==> config.mk <==
export PLATFORM = sky130hd
export DESIGN_NAME = anfe_top
export DESIGN_NICKNAME = d
export VERILOG_FILES = /design/src/verilog/anfe_pkg.sv /design/src/verilog/anfe_top.sv
export SDC_FILE = /design/constraint.sdc
export NUM_CORES = 1
export LEC_CHECK = 0
export BUFFER_PORTS_ARGS = -buffer_cell sky130_fd_sc_hd__buf_2
export CAP_MARGIN = 20
export CORE_ASPECT_RATIO = 1.5
export CORE_MARGIN = 3
export CORE_UTILIZATION = 51
export CTS_CLUSTER_SIZE = 30
export DETAILED_ROUTE_END_ITERATION = 8
export HOLD_SLACK_MARGIN = 0.03
export PLACE_DENSITY = 0.81
export SLEW_MARGIN = 40
export SYNTH_ARGS = -nofsm -noshare
export SYNTH_HDL_FRONTEND = slang
export SYNTH_SLANG_ARGS = --single-unit
==> constraint.sdc <==
create_clock -name i_clk -period 16.58 [get_ports i_clk]
set_input_delay 1.658 -clock i_clk [delete_from_list [all_inputs] [get_ports i_clk]]
set_output_delay 1.658 -clock i_clk [all_outputs]
set_load 0.02 [all_outputs]
==> src/verilog/anfe_pkg.sv <==
// Constants for the angle nibble frame encoder.
// Assumes a single 250 MHz clock and a 32-bit classic Wishbone bus.
`default_nettype none
package anfe_pkg;
  // ****************************************
  // Clock and tick timing
  // ****************************************
  localparam int CLK_NS       = 4;
  localparam int TICK_BASE_NS = 1500;
  localparam int TICK_STEP_NS = 500;
  localparam logic [9:0] TICK_BASE_CYC = 10'(TICK_BASE_NS / CLK_NS);
  localparam logic [9:0] TICK_STEP_CYC = 10'(TICK_STEP_NS / CLK_NS);
  // ****************************************
  // Frame figures in ticks, CRC and angle codes
  // ****************************************
  localparam logic [8:0] SYNC_TICKS   = 9'd56;
  localparam logic [8:0] NIB_BASE     = 9'd12;
  localparam logic [8:0] END_TICKS    = 9'd12;
  localparam logic [8:0] FRAME_SS     = 9'd282;
  localparam logic [8:0] FRAME_STD    = 9'd203;
  localparam logic [2:0] LOW_SHORT    = 3'd3;
  localparam logic [2:0] LOW_LONG     = 3'd5;
  localparam logic [3:0] CRC_SEED     = 4'h5;
  localparam logic [3:0] CRC_POLY     = 4'hd;
  localparam logic [11:0] ERR_CODE    = 12'hffb;
  localparam logic [12:0] MAP_ROUND   = 13'h01ff;
  // ****************************************
  // Register map (byte addresses)
  // ****************************************
  localparam logic [7:0] ADR_CTRL     = 8'h00;
  localparam logic [7:0] ADR_ANGBASE  = 8'h04;
  localparam logic [7:0] ADR_IDWORD1  = 8'h08;
  localparam logic [7:0] ADR_IDWORD2  = 8'h0c;
  localparam logic [7:0] ADR_STATUS   = 8'h10;
  localparam logic [13:0] CTRL_RESET  = 14'h0000;
  // Control field positions
  localparam int C_EN      = 0;
  localparam int C_SENT    = 1;
  localparam int C_SS      = 2;
  localparam int C_LOW5    = 3;
  localparam int C_PAUSE   = 4;
  localparam int C_SLOW    = 5;
  localparam int C_CNTNIB  = 6;
  localparam int C_CNTCRC  = 7;
  localparam int C_RANGE2  = 8;
  localparam int C_TICK    = 9;
  localparam int C_ADDR    = 12;
  // ****************************************
  // Frame engine states
  // ****************************************
  typedef enum logic [2:0] {
    ST_IDLE  = 3'b000,
    ST_SYNC  = 3'b001,
    ST_NIB   = 3'b010,
    ST_PAUSE = 3'b011,
    ST_ENDP  = 3'b100
  } anfe_state_type;
endpackage
`default_nettype wire

==> src/verilog/anfe_top.sv <==
// Nibble frame encoder for a 12-bit angle on one output wire.
// Assumes angle, temperature and fault levels come from logic on i_clk,
// and that an upstream decoder turns a master trigger into i_trigger.
// ****************************************
// ****************************************
`timescale 1ns/1ps
`default_nettype none
module anfe_top (
  // Clock and reset
  input  wire  logic        i_clk,
  input  wire  logic        i_rstn,
  // Wishbone slave
  input  wire  logic        i_wb_cyc,
  input  wire  logic        i_wb_stb,
  input  wire  logic        i_wb_we,
  input  wire  logic [7:0]  i_wb_adr,
  input  wire  logic [3:0]  i_wb_sel,
  input  wire  logic [31:0] i_wb_dat,
  output logic       [31:0] o_wb_dat,
  output logic              o_wb_ack,
  // Sensor side
  input  wire  logic [11:0] i_angle,
  input  wire  logic [7:0]  i_temp,
  input  wire  logic        i_warn,
  input  wire  logic        i_error,
  input  wire  logic        i_trigger,
  // Line side
  output logic              o_line,
  output logic              o_busy
);
  // ****************************************
  // Reset release
  // ****************************************
  logic rst_meta_reg;
  logic rst_sync_reg;
  // Two flops so release meets timing everywhere
  always_ff @(posedge i_clk or negedge i_rstn) begin
    if (!i_rstn) begin
      rst_meta_reg <= 1'b0;
      rst_sync_reg <= 1'b0;
    end else begin
      rst_meta_reg <= 1'b1;
      rst_sync_reg <= rst_meta_reg;
    end
  end
  wire rstn = rst_sync_reg;

  // ****************************************
  // Helpers
  // ****************************************
  // One CRC step per nibble, MSB first
  function automatic logic [3:0] crc_step(input logic [3:0] c, input logic [3:0] n);
    logic [3:0] r;
    logic       fb;
    r = c;
    for (int i = 3; i >= 0; i--) begin
      fb = r[3] ^ n[i];
      r = {r[2:0], 1'b0} ^ (fb ? anfe_pkg::CRC_POLY : 4'h0);
    end
    return r;
  endfunction

  // Byte enables to a bit mask
  function automatic logic [31:0] lane_mask(input logic [3:0] sel);
    return {{8{sel[3]}}, {8{sel[2]}}, {8{sel[1]}}, {8{sel[0]}}};
  endfunction

  // ****************************************
  // Register file
  // ****************************************
  logic [13:0] ctrl_reg;
  logic [15:0] angbase_reg;
  logic [15:0] idword1_reg;
  logic [15:0] idword2_reg;
  logic        ack_reg;
  logic [31:0] rdat_reg;
  anfe_pkg::anfe_state_type state_reg;
  logic [7:0]  fcnt_reg;
  logic [3:0]  msg_id_reg;
  logic [3:0]  slow_idx_reg;

  wire         req      = i_wb_cyc & i_wb_stb & ~ack_reg;
  wire         wr       = req & i_wb_we;
  wire [31:0]  mask     = lane_mask(i_wb_sel);
  wire         hit_ctrl = (i_wb_adr == anfe_pkg::ADR_CTRL);
  wire         hit_base = (i_wb_adr == anfe_pkg::ADR_ANGBASE);
  wire         hit_id1  = (i_wb_adr == anfe_pkg::ADR_IDWORD1);
  wire         hit_id2  = (i_wb_adr == anfe_pkg::ADR_IDWORD2);
  wire         hit_stat = (i_wb_adr == anfe_pkg::ADR_STATUS);
  wire [31:0]  ctrl_w   = (32'(ctrl_reg) & ~mask) | (i_wb_dat & mask);
  wire [31:0]  base_w   = (32'(angbase_reg) & ~mask) | (i_wb_dat & mask);
  wire [31:0]  id1_w    = (32'(idword1_reg) & ~mask) | (i_wb_dat & mask);
  wire [31:0]  id2_w    = (32'(idword2_reg) & ~mask) | (i_wb_dat & mask);
  wire [31:0]  stat_w   = {16'h0000, fcnt_reg, o_busy, state_reg, msg_id_reg};
  // Unmapped reads answer zero, unmapped writes are dropped
  wire [31:0]  rd_mux   = hit_ctrl ? 32'(ctrl_reg) :
                          hit_base ? 32'(angbase_reg) :
                          hit_id1  ? 32'(idword1_reg) :
                          hit_id2  ? 32'(idword2_reg) :
                          hit_stat ? stat_w : 32'h0000_0000;

  // Bus slave: ack one cycle after the request, then drop
  always_ff @(posedge i_clk or negedge rstn) begin
    if (!rstn) begin
      ctrl_reg    <= anfe_pkg::CTRL_RESET;
      angbase_reg <= 16'h0000;
      idword1_reg <= 16'h0000;
      idword2_reg <= 16'h0000;
      ack_reg     <= 1'b0;
      rdat_reg    <= 32'h0000_0000;
    end else begin
      ack_reg <= req;
      if (req) rdat_reg <= rd_mux;
      if (wr && hit_ctrl) ctrl_reg <= ctrl_w[13:0];
      if (wr && hit_base) angbase_reg <= base_w[15:0];
      if (wr && hit_id1) idword1_reg <= id1_w[15:0];
      if (wr && hit_id2) idword2_reg <= id2_w[15:0];
    end
  end
  assign o_wb_ack = ack_reg;
  assign o_wb_dat = rdat_reg;

  // ****************************************
  // Frame configuration
  // ****************************************
  logic [13:0] cfg_reg;
  wire         start;
  // Config is frozen per frame; writes mid-frame take effect next frame
  wire c_sent   = cfg_reg[anfe_pkg::C_SENT];
  wire c_ss     = cfg_reg[anfe_pkg::C_SS];
  wire c_pause  = cfg_reg[anfe_pkg::C_PAUSE];
  wire [1:0] c_tick = cfg_reg[anfe_pkg::C_TICK +: 2];
  // Live copies used while the frame contents are built
  wire n_sent   = ctrl_reg[anfe_pkg::C_SENT];
  wire n_ss     = ctrl_reg[anfe_pkg::C_SS];
  wire n_slow   = ctrl_reg[anfe_pkg::C_SLOW];
  wire n_cntcrc = ctrl_reg[anfe_pkg::C_CNTCRC];
  wire n_cntnib = ctrl_reg[anfe_pkg::C_CNTNIB] & ~n_cntcrc;
  wire n_range2 = ctrl_reg[anfe_pkg::C_RANGE2];
  wire [1:0] n_addr = ctrl_reg[anfe_pkg::C_ADDR +: 2];

  // ****************************************
  // Fault flags
  // ****************************************
  logic warn_pend_reg;
  logic err_pend_reg;
  logic first_reg;
  // A fault shows while present and at least once
  wire warn_show = i_warn | warn_pend_reg;
  wire err_show  = i_error | err_pend_reg;
  // New fault beats the clear at frame start
  always_ff @(posedge i_clk or negedge rstn) begin
    if (!rstn) begin
      warn_pend_reg <= 1'b0;
      err_pend_reg  <= 1'b0;
      first_reg     <= 1'b1;
    end else begin
      warn_pend_reg <= i_warn | (warn_pend_reg & ~start);
      err_pend_reg  <= i_error | (err_pend_reg & ~start);
      if (start) first_reg <= 1'b0;
    end
  end

  // ****************************************
  // Slow channel message
  // ****************************************
  logic [15:0] slow_msg_reg;
  // IDs 8 to 15 reuse the lower three bits
  wire [7:0] msg_data = (msg_id_reg[2:0] == 3'd1) ? angbase_reg[15:8] :
                        (msg_id_reg[2:0] == 3'd2) ? angbase_reg[7:0] :
                        (msg_id_reg[2:0] == 3'd4) ? idword1_reg[15:8] :
                        (msg_id_reg[2:0] == 3'd5) ? idword1_reg[7:0] :
                        (msg_id_reg[2:0] == 3'd6) ? idword2_reg[15:8] :
                        (msg_id_reg[2:0] == 3'd7) ? idword2_reg[7:0] :
                        i_temp;
  wire [3:0] msg_crc  = crc_step(crc_step(crc_step(anfe_pkg::CRC_SEED,
                        msg_id_reg), msg_data[7:4]), msg_data[3:0]);
  wire [15:0] new_msg = {msg_id_reg, msg_data, msg_crc};
  wire [15:0] cur_msg = (slow_idx_reg == 4'h0) ? new_msg : slow_msg_reg;
  wire        slow_dat = cur_msg[4'hf - slow_idx_reg];
  wire        slow_sta = (slow_idx_reg == 4'h0);

  // One message bit per frame, ID advances per message
  always_ff @(posedge i_clk or negedge rstn) begin
    if (!rstn) begin
      slow_msg_reg <= 16'h0000;
      slow_idx_reg <= 4'h0;
      msg_id_reg   <= 4'h0;
    end else if (start && n_slow) begin
      slow_idx_reg <= slow_idx_reg + 4'h1;
      if (slow_idx_reg == 4'h0) begin
        slow_msg_reg <= new_msg;
        msg_id_reg   <= msg_id_reg + 4'h1;
      end
    end
  end

  // ****************************************
  // Frame contents
  // ****************************************
  // Range two trims 0..4095 onto 1..4088
  wire [12:0] map_sum = {1'b0, i_angle} + anfe_pkg::MAP_ROUND;
  wire [11:0] mapped  = i_angle - {8'h00, map_sum[12:9]} + 12'h001;
  wire [11:0] sent_d  = !n_range2 ? i_angle :
                        (err_show ? anfe_pkg::ERR_CODE : mapped);
  wire [11:0] dat     = n_sent ? sent_d : i_angle;
  wire [3:0]  d1      = dat[11:8];
  wire [3:0]  d2      = dat[7:4];
  wire [3:0]  d3      = dat[3:0];
  wire [3:0]  ch      = fcnt_reg[7:4];
  wire [3:0]  cl      = fcnt_reg[3:0];
  wire [3:0]  cn      = fcnt_reg[3:0];
  // Status nibble per protocol
  wire [1:0]  trig_lo = n_slow ? {slow_sta, slow_dat} : n_addr;
  wire [3:0]  st_trig = {err_show | first_reg, warn_show, trig_lo};
  wire [3:0]  st_sent = {n_slow & slow_sta, n_slow & slow_dat, 1'b0,
                         err_show | first_reg};
  wire [3:0]  st      = n_sent ? st_sent : st_trig;
  // SENT CRC over data nibbles, plus counter and inverted nibble when secure
  wire [3:0]  sc3     = crc_step(crc_step(crc_step(anfe_pkg::CRC_SEED, d1), d2), d3);
  wire [3:0]  sc_ss   = crc_step(crc_step(crc_step(sc3, ch), cl), ~d1);
  wire [3:0]  sent_crc = n_ss ? sc_ss : sc3;
  // Triggered CRC starts with status
  wire [3:0]  tc4     = crc_step(crc_step(crc_step(crc_step(anfe_pkg::CRC_SEED,
                        st), d1), d2), d3);
  wire [3:0]  tc5     = n_cntnib ? crc_step(tc4, cn) : tc4;
  wire [3:0]  extra   = {n_cntcrc ? fcnt_reg[1:0] : 2'b00,
                         n_slow ? n_addr : 2'b00};
  wire [3:0]  trig_crc = (n_slow | n_cntcrc) ? crc_step(tc5, extra) : tc5;
  wire [3:0]  crc     = n_sent ? sent_crc : trig_crc;
  // Nibble slots: SENT secure carries counter and inverted nibble
  wire [3:0]  n4      = n_sent ? (n_ss ? ch : crc) : (n_cntnib ? cn : crc);
  wire [3:0]  n5      = crc;
  wire [31:0] nibs    = {crc, ~d1, (n_sent && n_ss) ? cl : n5, n4, d3, d2, d1, st};
  wire [2:0]  last    = n_sent ? (n_ss ? 3'd7 : 3'd4) : (n_cntnib ? 3'd5 : 3'd4);

  // ****************************************
  // Tick divider
  // ****************************************
  logic [9:0] div_reg;
  wire  [9:0] tick_cyc = anfe_pkg::TICK_BASE_CYC + 10'(c_tick) * anfe_pkg::TICK_STEP_CYC;
  wire        tick = (state_reg != anfe_pkg::ST_IDLE) && (div_reg == tick_cyc - 10'd1);
  // Divider restarts with each frame so the first tick is full length
  always_ff @(posedge i_clk or negedge rstn) begin
    if (!rstn) div_reg <= 10'd0;
    else if (start || tick) div_reg <= 10'd0;
    else div_reg <= div_reg + 10'd1;
  end

  // ****************************************
  // Frame engine
  // ****************************************
  logic [31:0] fnib_reg;
  logic [2:0]  flast_reg;
  logic [2:0]  idx_reg;
  logic [8:0]  tcnt_reg;
  logic [8:0]  elap_reg;
  anfe_pkg::anfe_state_type state_next;
  logic [2:0]  idx_next;
  logic        sym_end;
  logic        frame_done;

  // SENT runs back to back; triggered waits for the controller
  assign start = (state_reg == anfe_pkg::ST_IDLE) && ctrl_reg[anfe_pkg::C_EN] &&
                 (n_sent || i_trigger);
  wire [3:0] cur_nib  = fnib_reg[{idx_reg, 2'b00} +: 4];
  wire [8:0] target   = c_ss ? anfe_pkg::FRAME_SS : anfe_pkg::FRAME_STD;
  wire [8:0] sym_len  = (state_reg == anfe_pkg::ST_SYNC)  ? anfe_pkg::SYNC_TICKS :
                        (state_reg == anfe_pkg::ST_NIB)   ? anfe_pkg::NIB_BASE + 9'(cur_nib) :
                        (state_reg == anfe_pkg::ST_PAUSE) ? target - elap_reg + tcnt_reg :
                        anfe_pkg::END_TICKS;
  wire [2:0] low_t    = cfg_reg[anfe_pkg::C_LOW5] ? anfe_pkg::LOW_LONG :
                        anfe_pkg::LOW_SHORT;
  wire       line_low = (state_reg != anfe_pkg::ST_IDLE) && (tcnt_reg < 9'(low_t));

  // Symbol sequencing
  always_comb begin
    state_next = state_reg;
    idx_next   = idx_reg;
    frame_done = 1'b0;
    sym_end    = tick && (tcnt_reg == sym_len - 9'd1);
    case (state_reg)
      anfe_pkg::ST_IDLE: begin
        if (start) state_next = n_sent ? anfe_pkg::ST_SYNC : anfe_pkg::ST_NIB;
        idx_next = 3'd0;
      end
      anfe_pkg::ST_SYNC: begin
        if (sym_end) state_next = anfe_pkg::ST_NIB;
      end
      anfe_pkg::ST_NIB: begin
        if (sym_end) begin
          if (idx_reg != flast_reg) begin
            idx_next = idx_reg + 3'd1;
          end else if (!c_sent) begin
            state_next = anfe_pkg::ST_ENDP;
          end else if (c_pause) begin
            state_next = anfe_pkg::ST_PAUSE;
          end else begin
            state_next = anfe_pkg::ST_IDLE;
            frame_done = 1'b1;
          end
        end
      end
      default: begin
        if (sym_end) begin
          state_next = anfe_pkg::ST_IDLE;
          frame_done = 1'b1;
        end
      end
    endcase
  end

  // Frame state and contents latch
  always_ff @(posedge i_clk or negedge rstn) begin
    if (!rstn) begin
      state_reg <= anfe_pkg::ST_IDLE;
      idx_reg   <= 3'd0;
      cfg_reg   <= anfe_pkg::CTRL_RESET;
      fnib_reg  <= 32'h0000_0000;
      flast_reg <= 3'd0;
    end else begin
      state_reg <= state_next;
      idx_reg   <= idx_next;
      if (start) begin
        cfg_reg   <= ctrl_reg;
        fnib_reg  <= nibs;
        flast_reg <= last;
      end
    end
  end

  // Tick counts within a symbol and within the frame
  always_ff @(posedge i_clk or negedge rstn) begin
    if (!rstn) begin
      tcnt_reg <= 9'd0;
      elap_reg <= 9'd0;
    end else if (start) begin
      tcnt_reg <= 9'd0;
      elap_reg <= 9'd0;
    end else if (tick) begin
      tcnt_reg <= sym_end ? 9'd0 : tcnt_reg + 9'd1;
      elap_reg <= elap_reg + 9'd1;
    end
  end

  // Counter wraps; triggered protocol reads its low bits
  always_ff @(posedge i_clk or negedge rstn) begin
    if (!rstn) fcnt_reg <= 8'h00;
    else if (frame_done) fcnt_reg <= fcnt_reg + 8'h01;
  end

  // Line driver flop, high when released
  always_ff @(posedge i_clk or negedge rstn) begin
    if (!rstn) o_line <= 1'b1;
    else o_line <= ~line_low;
  end
  assign o_busy = (state_reg != anfe_pkg::ST_IDLE);
endmodule
`default_nettype wire

==> impl_results.md <==
- Outcome: finished clean
- CP Data Required Time: around 17,000 ps
- Stage delay of the slowest cell on the critical path: 570 ps
- Worst IR Drop VDD: 0.08891 mV
- Antenna violations before repair: 0
- Post-CTS Hold Fix Bufs: 0
- Main flop type after synthesis: sky130_fd_sc_hd__dfrtp_1
- Root Buffer Master: sky130_fd_sc_hd__clkbuf_16
- Post-synthesis async set-or-reset flop share: 100.0%
- Critical path's top delay family: simple AND/OR/NAND/NOR gates
- Share of the core filled with cells: 56.75%
- Final routed wirelength across all metal layers: 35,700 µm
- Number of setup buffers added after CTS: 0
- Gates resized, CTS repair: 0
- CTS tree: done
- Critical Path End Type: flop
- Overall global routing resource usage: 26.12%
- Synth warnings: 0
- I/O Pins: 107
- Number of diodes added for antenna fixing: 0
- Total overflow reported by the global router: 0
- Clock input transition at the sequential cells of the worst setup and hold paths: 80 ps
- Post-detailed-route count of antenna-violating nets: 0
- Cell with the largest stage delay on the worst path: sky130_fd_sc_hd__xnor3_2
- Floorplan die width: 137.3 µm
- Filler instances: 2,157
- Type of origin of the critical path: input pin
- Number of endpoints failing setup at the final stage: 0
- Netlist area before placement: 0.01320 mm²
- Clock tree sinks: around 190
- Initial DRT Pass Iterations: 6
- Hold crit path type: reg -> async
- Largest family of logic cells by synthesized area: compound AO/OA/AOI/OAI gates
- Final clock period utilization by the worst path: roughly 44%
- Wire length of the first global-routing pass: 57,410 µm
- Synthesis-to-layout area growth: 8.874%
- Transition time at the pin with the least slew margin: 853.7 ps
- Share of synthesized area spent on multiplexers: 10.52%
- Number of register bits inferred by synthesis: approximately 190
- Starting density of the core: 52.12%
- Post-synthesis share of cell area spent on full adders, half adders and majority gates: 6.068%
- Core region area: 0.02532 mm²
- Synthesized-area fraction occupied by ao, oa, aoi and oai cells: 15.77%
- # H-tree levels: 4
- Setup TNS: 0 ps
- Ratio of total power to cell area: between 100 and 150 mW/mm²
- Area share of the largest cell type after synthesis: 36.03%
- Synth Area in XOR/XNOR: approximately 11%
- Simple-gate share of the synthesized area: 15.44%
- Routed length per instance: 20.14 µm
- Slew HR: a little over two fifths
- Gate count of the mapped netlist: 1,397
- Routability-driven placement congestion ratio: about 0.96
- Post-synthesis sequential area ratio: 36.43%
- Count of vias placed by the detailed router: 10,960
- Flop-to-flop setup slack: between 10,000 and 15,000 ps
- Top cell type by total area after synthesis: sky130_fd_sc_hd__dfrtp_1
- Unrepaired setup endpoints after global routing: no
- Post-layout net count: 1,565
- Number of buffer and inverter stages on the critical path: 2
- Number of maximum-capacitance constraint violations: 0
- Post-route total power: 1.457 mW
- Pin count of the biggest net entering global routing: 85
- Endpoint arrival time on the critical path: ~7700 ps
- Number of global-route vias before repair: 10,980
- Most common library cells after synthesis: sky130_fd_sc_hd__dfrtp_1, sky130_fd_sc_hd__nand2_1, sky130_fd_sc_hd__o21ai_0, sky130_fd_sc_hd__xnor2_1, sky130_fd_sc_hd__nor2_1
- Number of buffers created by CTS: 17
- Chip Height: around 200 µm
- Die Outline Area: ~0.028 mm²
- Final min period: 7371 ps
- Fin. Hold Viols: 0
- Final slew viol count: 0
- DRC marker count from the first detailed-route iteration: 822
- DP Wirelength: 26,520 µm
- Most repeated cell in the gate-level netlist after synthesis: sky130_fd_sc_hd__dfrtp_1
- Cell breakdown of the critical path: buf_2 -> nor4_1 -> nand3_1 -> a21o_1 -> xnor2_1 -> ha_1 -> inv_1 -> ha_1 -> fa_1 -> a21oi_2 -> nor3_1 -> nor4b_4 -> o31ai_4 -> xnor3_2 -> xnor2_2 -> xor2_1 -> xnor3_2 -> xor2_1 -> mux2i_1 -> nand4_1 -> a2111o_1 -> nand4_1 -> o31ai_1
- Number of distinct library cell variants in the gate-level netlist after synthesis: 94
- Buffer levels on the longest clock path: 2
- Count of input and output buffers: 72
- Worst Path Class, Setup: in -> reg
- Top achievable clock speed: 135.7 MHz
- Worst clock skew: 13.96 ps
- Top area cells in the synthesized netlist: sky130_fd_sc_hd__dfrtp_1, sky130_fd_sc_hd__xnor2_1, sky130_fd_sc_hd__mux2_2, sky130_fd_sc_hd__ha_1, sky130_fd_sc_hd__nand2_1
- Post-synth EDFFs: 0
- Critical Path Fanout Max: 7
- Fraction of layout instances using a drive strength above 1: between 10% and 20%
- Number of cell rows: slightly above 70
- Leak Pwr: 6.478 nW
- Clock latency at the later pin of the worst-skew pair: between 400 and 500 ps
- Post-detailed-route via-to-cell ratio: 6.182
- Mean instance size in the synthesized netlist: 9.446 µm²
- Residual DRC count: 0
- Worst slack on hold paths: 270.5 ps
-- cells in the final DEF (no fill, tap or decap), drive strengths merged, types with 6 or more instances in the layout --
cell type  instances
a211oi             7
a21o               6
a21oi             57
a221oi            17
a22oi              6
a31oi             11
and2              11
and3              11
buf               84
clkbuf            18
clkinv             7
conb              17
dfrtp            190
ha                56
inv               65
mux2              66
mux2i             42
mux4              10
nand2            171
nand2b            12
nand3             32
nand4             22
nor2              82
nor2b             19
nor3              22
nor4              11
o211ai             7
o21a               8
o21ai            101
o21bai             8
o22ai             15
o31ai              7
or3                8
xnor2             96
xnor3             11
xor2              40
-- routing by layer --
metal	vias up	share of wire, %	track usage [%]
li1	5030	-	-
met1	5347	37	30.39
met2	469	52	45.60
met3	115	5.2	3.644
met4	0	5.7	14.51
met5	-	0	0
-- kinds of logic after synthesis --
family          after synthesis
fa+ha+maj                    61
simple gates                426
compound gates              310
xor+xnor                    147
other cells                   2
flops                       192
mux                         118
buf+inv                     141
-- layout make-up --
cell class                 count  area (µm²)  area share [%]
inverter                      58       217.7           1.515
timing repair buffer          84       478.0           3.327
tap                          328       410.4           2.856
clock buffer                  18       439.2           3.057
multi-input combinational   1079        7890           54.92
sequential                   192        4812           33.49
clock inverter                14       120.1          0.8360
-- metrics by stage --
step,setup WS [ps],std cells,area [µm²]
after detailed placement,8613,1740,13760
after floorplan,9566,1412,13250
after CTS,9054,1772,14320
final,9209,1773,14370
after global placement,8843,1740,13740
after global routing,8666,1773,14370
-- power breakdown --
group	internal, mW	switching (mW)	total [mW]
registers	0.507	0.0475	0.554
logic	0.224	0.280	0.504
clock network	0.202	0.197	0.398
total	0.932	0.524	1.46
-- worst paths after layout --
check / startpoint / to / cells past startpoint
setup / recovery: i_angle[1] / fnib_reg[19] / 23
hold / removal: rst_sync_reg / asynchronous set/reset pin / 0
setup reg to reg: msg_id_reg[1] / fnib_reg[19] / 16
hold reg to reg: rst_sync_reg / asynchronous set/reset pin / 0
max in group asynchronous: rst_sync_reg / first_reg / 3
min in group i_clk: rst_meta_reg / rst_sync_reg / 0
-- worst register-to-register path, delay by kind of cell (launching register included) --
| kind | cells | cell delay, ps |
|---|---|---|
| flops | 1 | 500 |
| compound gates | 8 | 2310 |
| mux | 1 | 480 |
| xor+xnor | 2 | 660 |
| buf+inv | 1 | 160 |
| fa+ha+maj | 1 | 700 |
| simple gates | 3 | 840 |
Note: power is estimated with default switching activity, not from simulation.
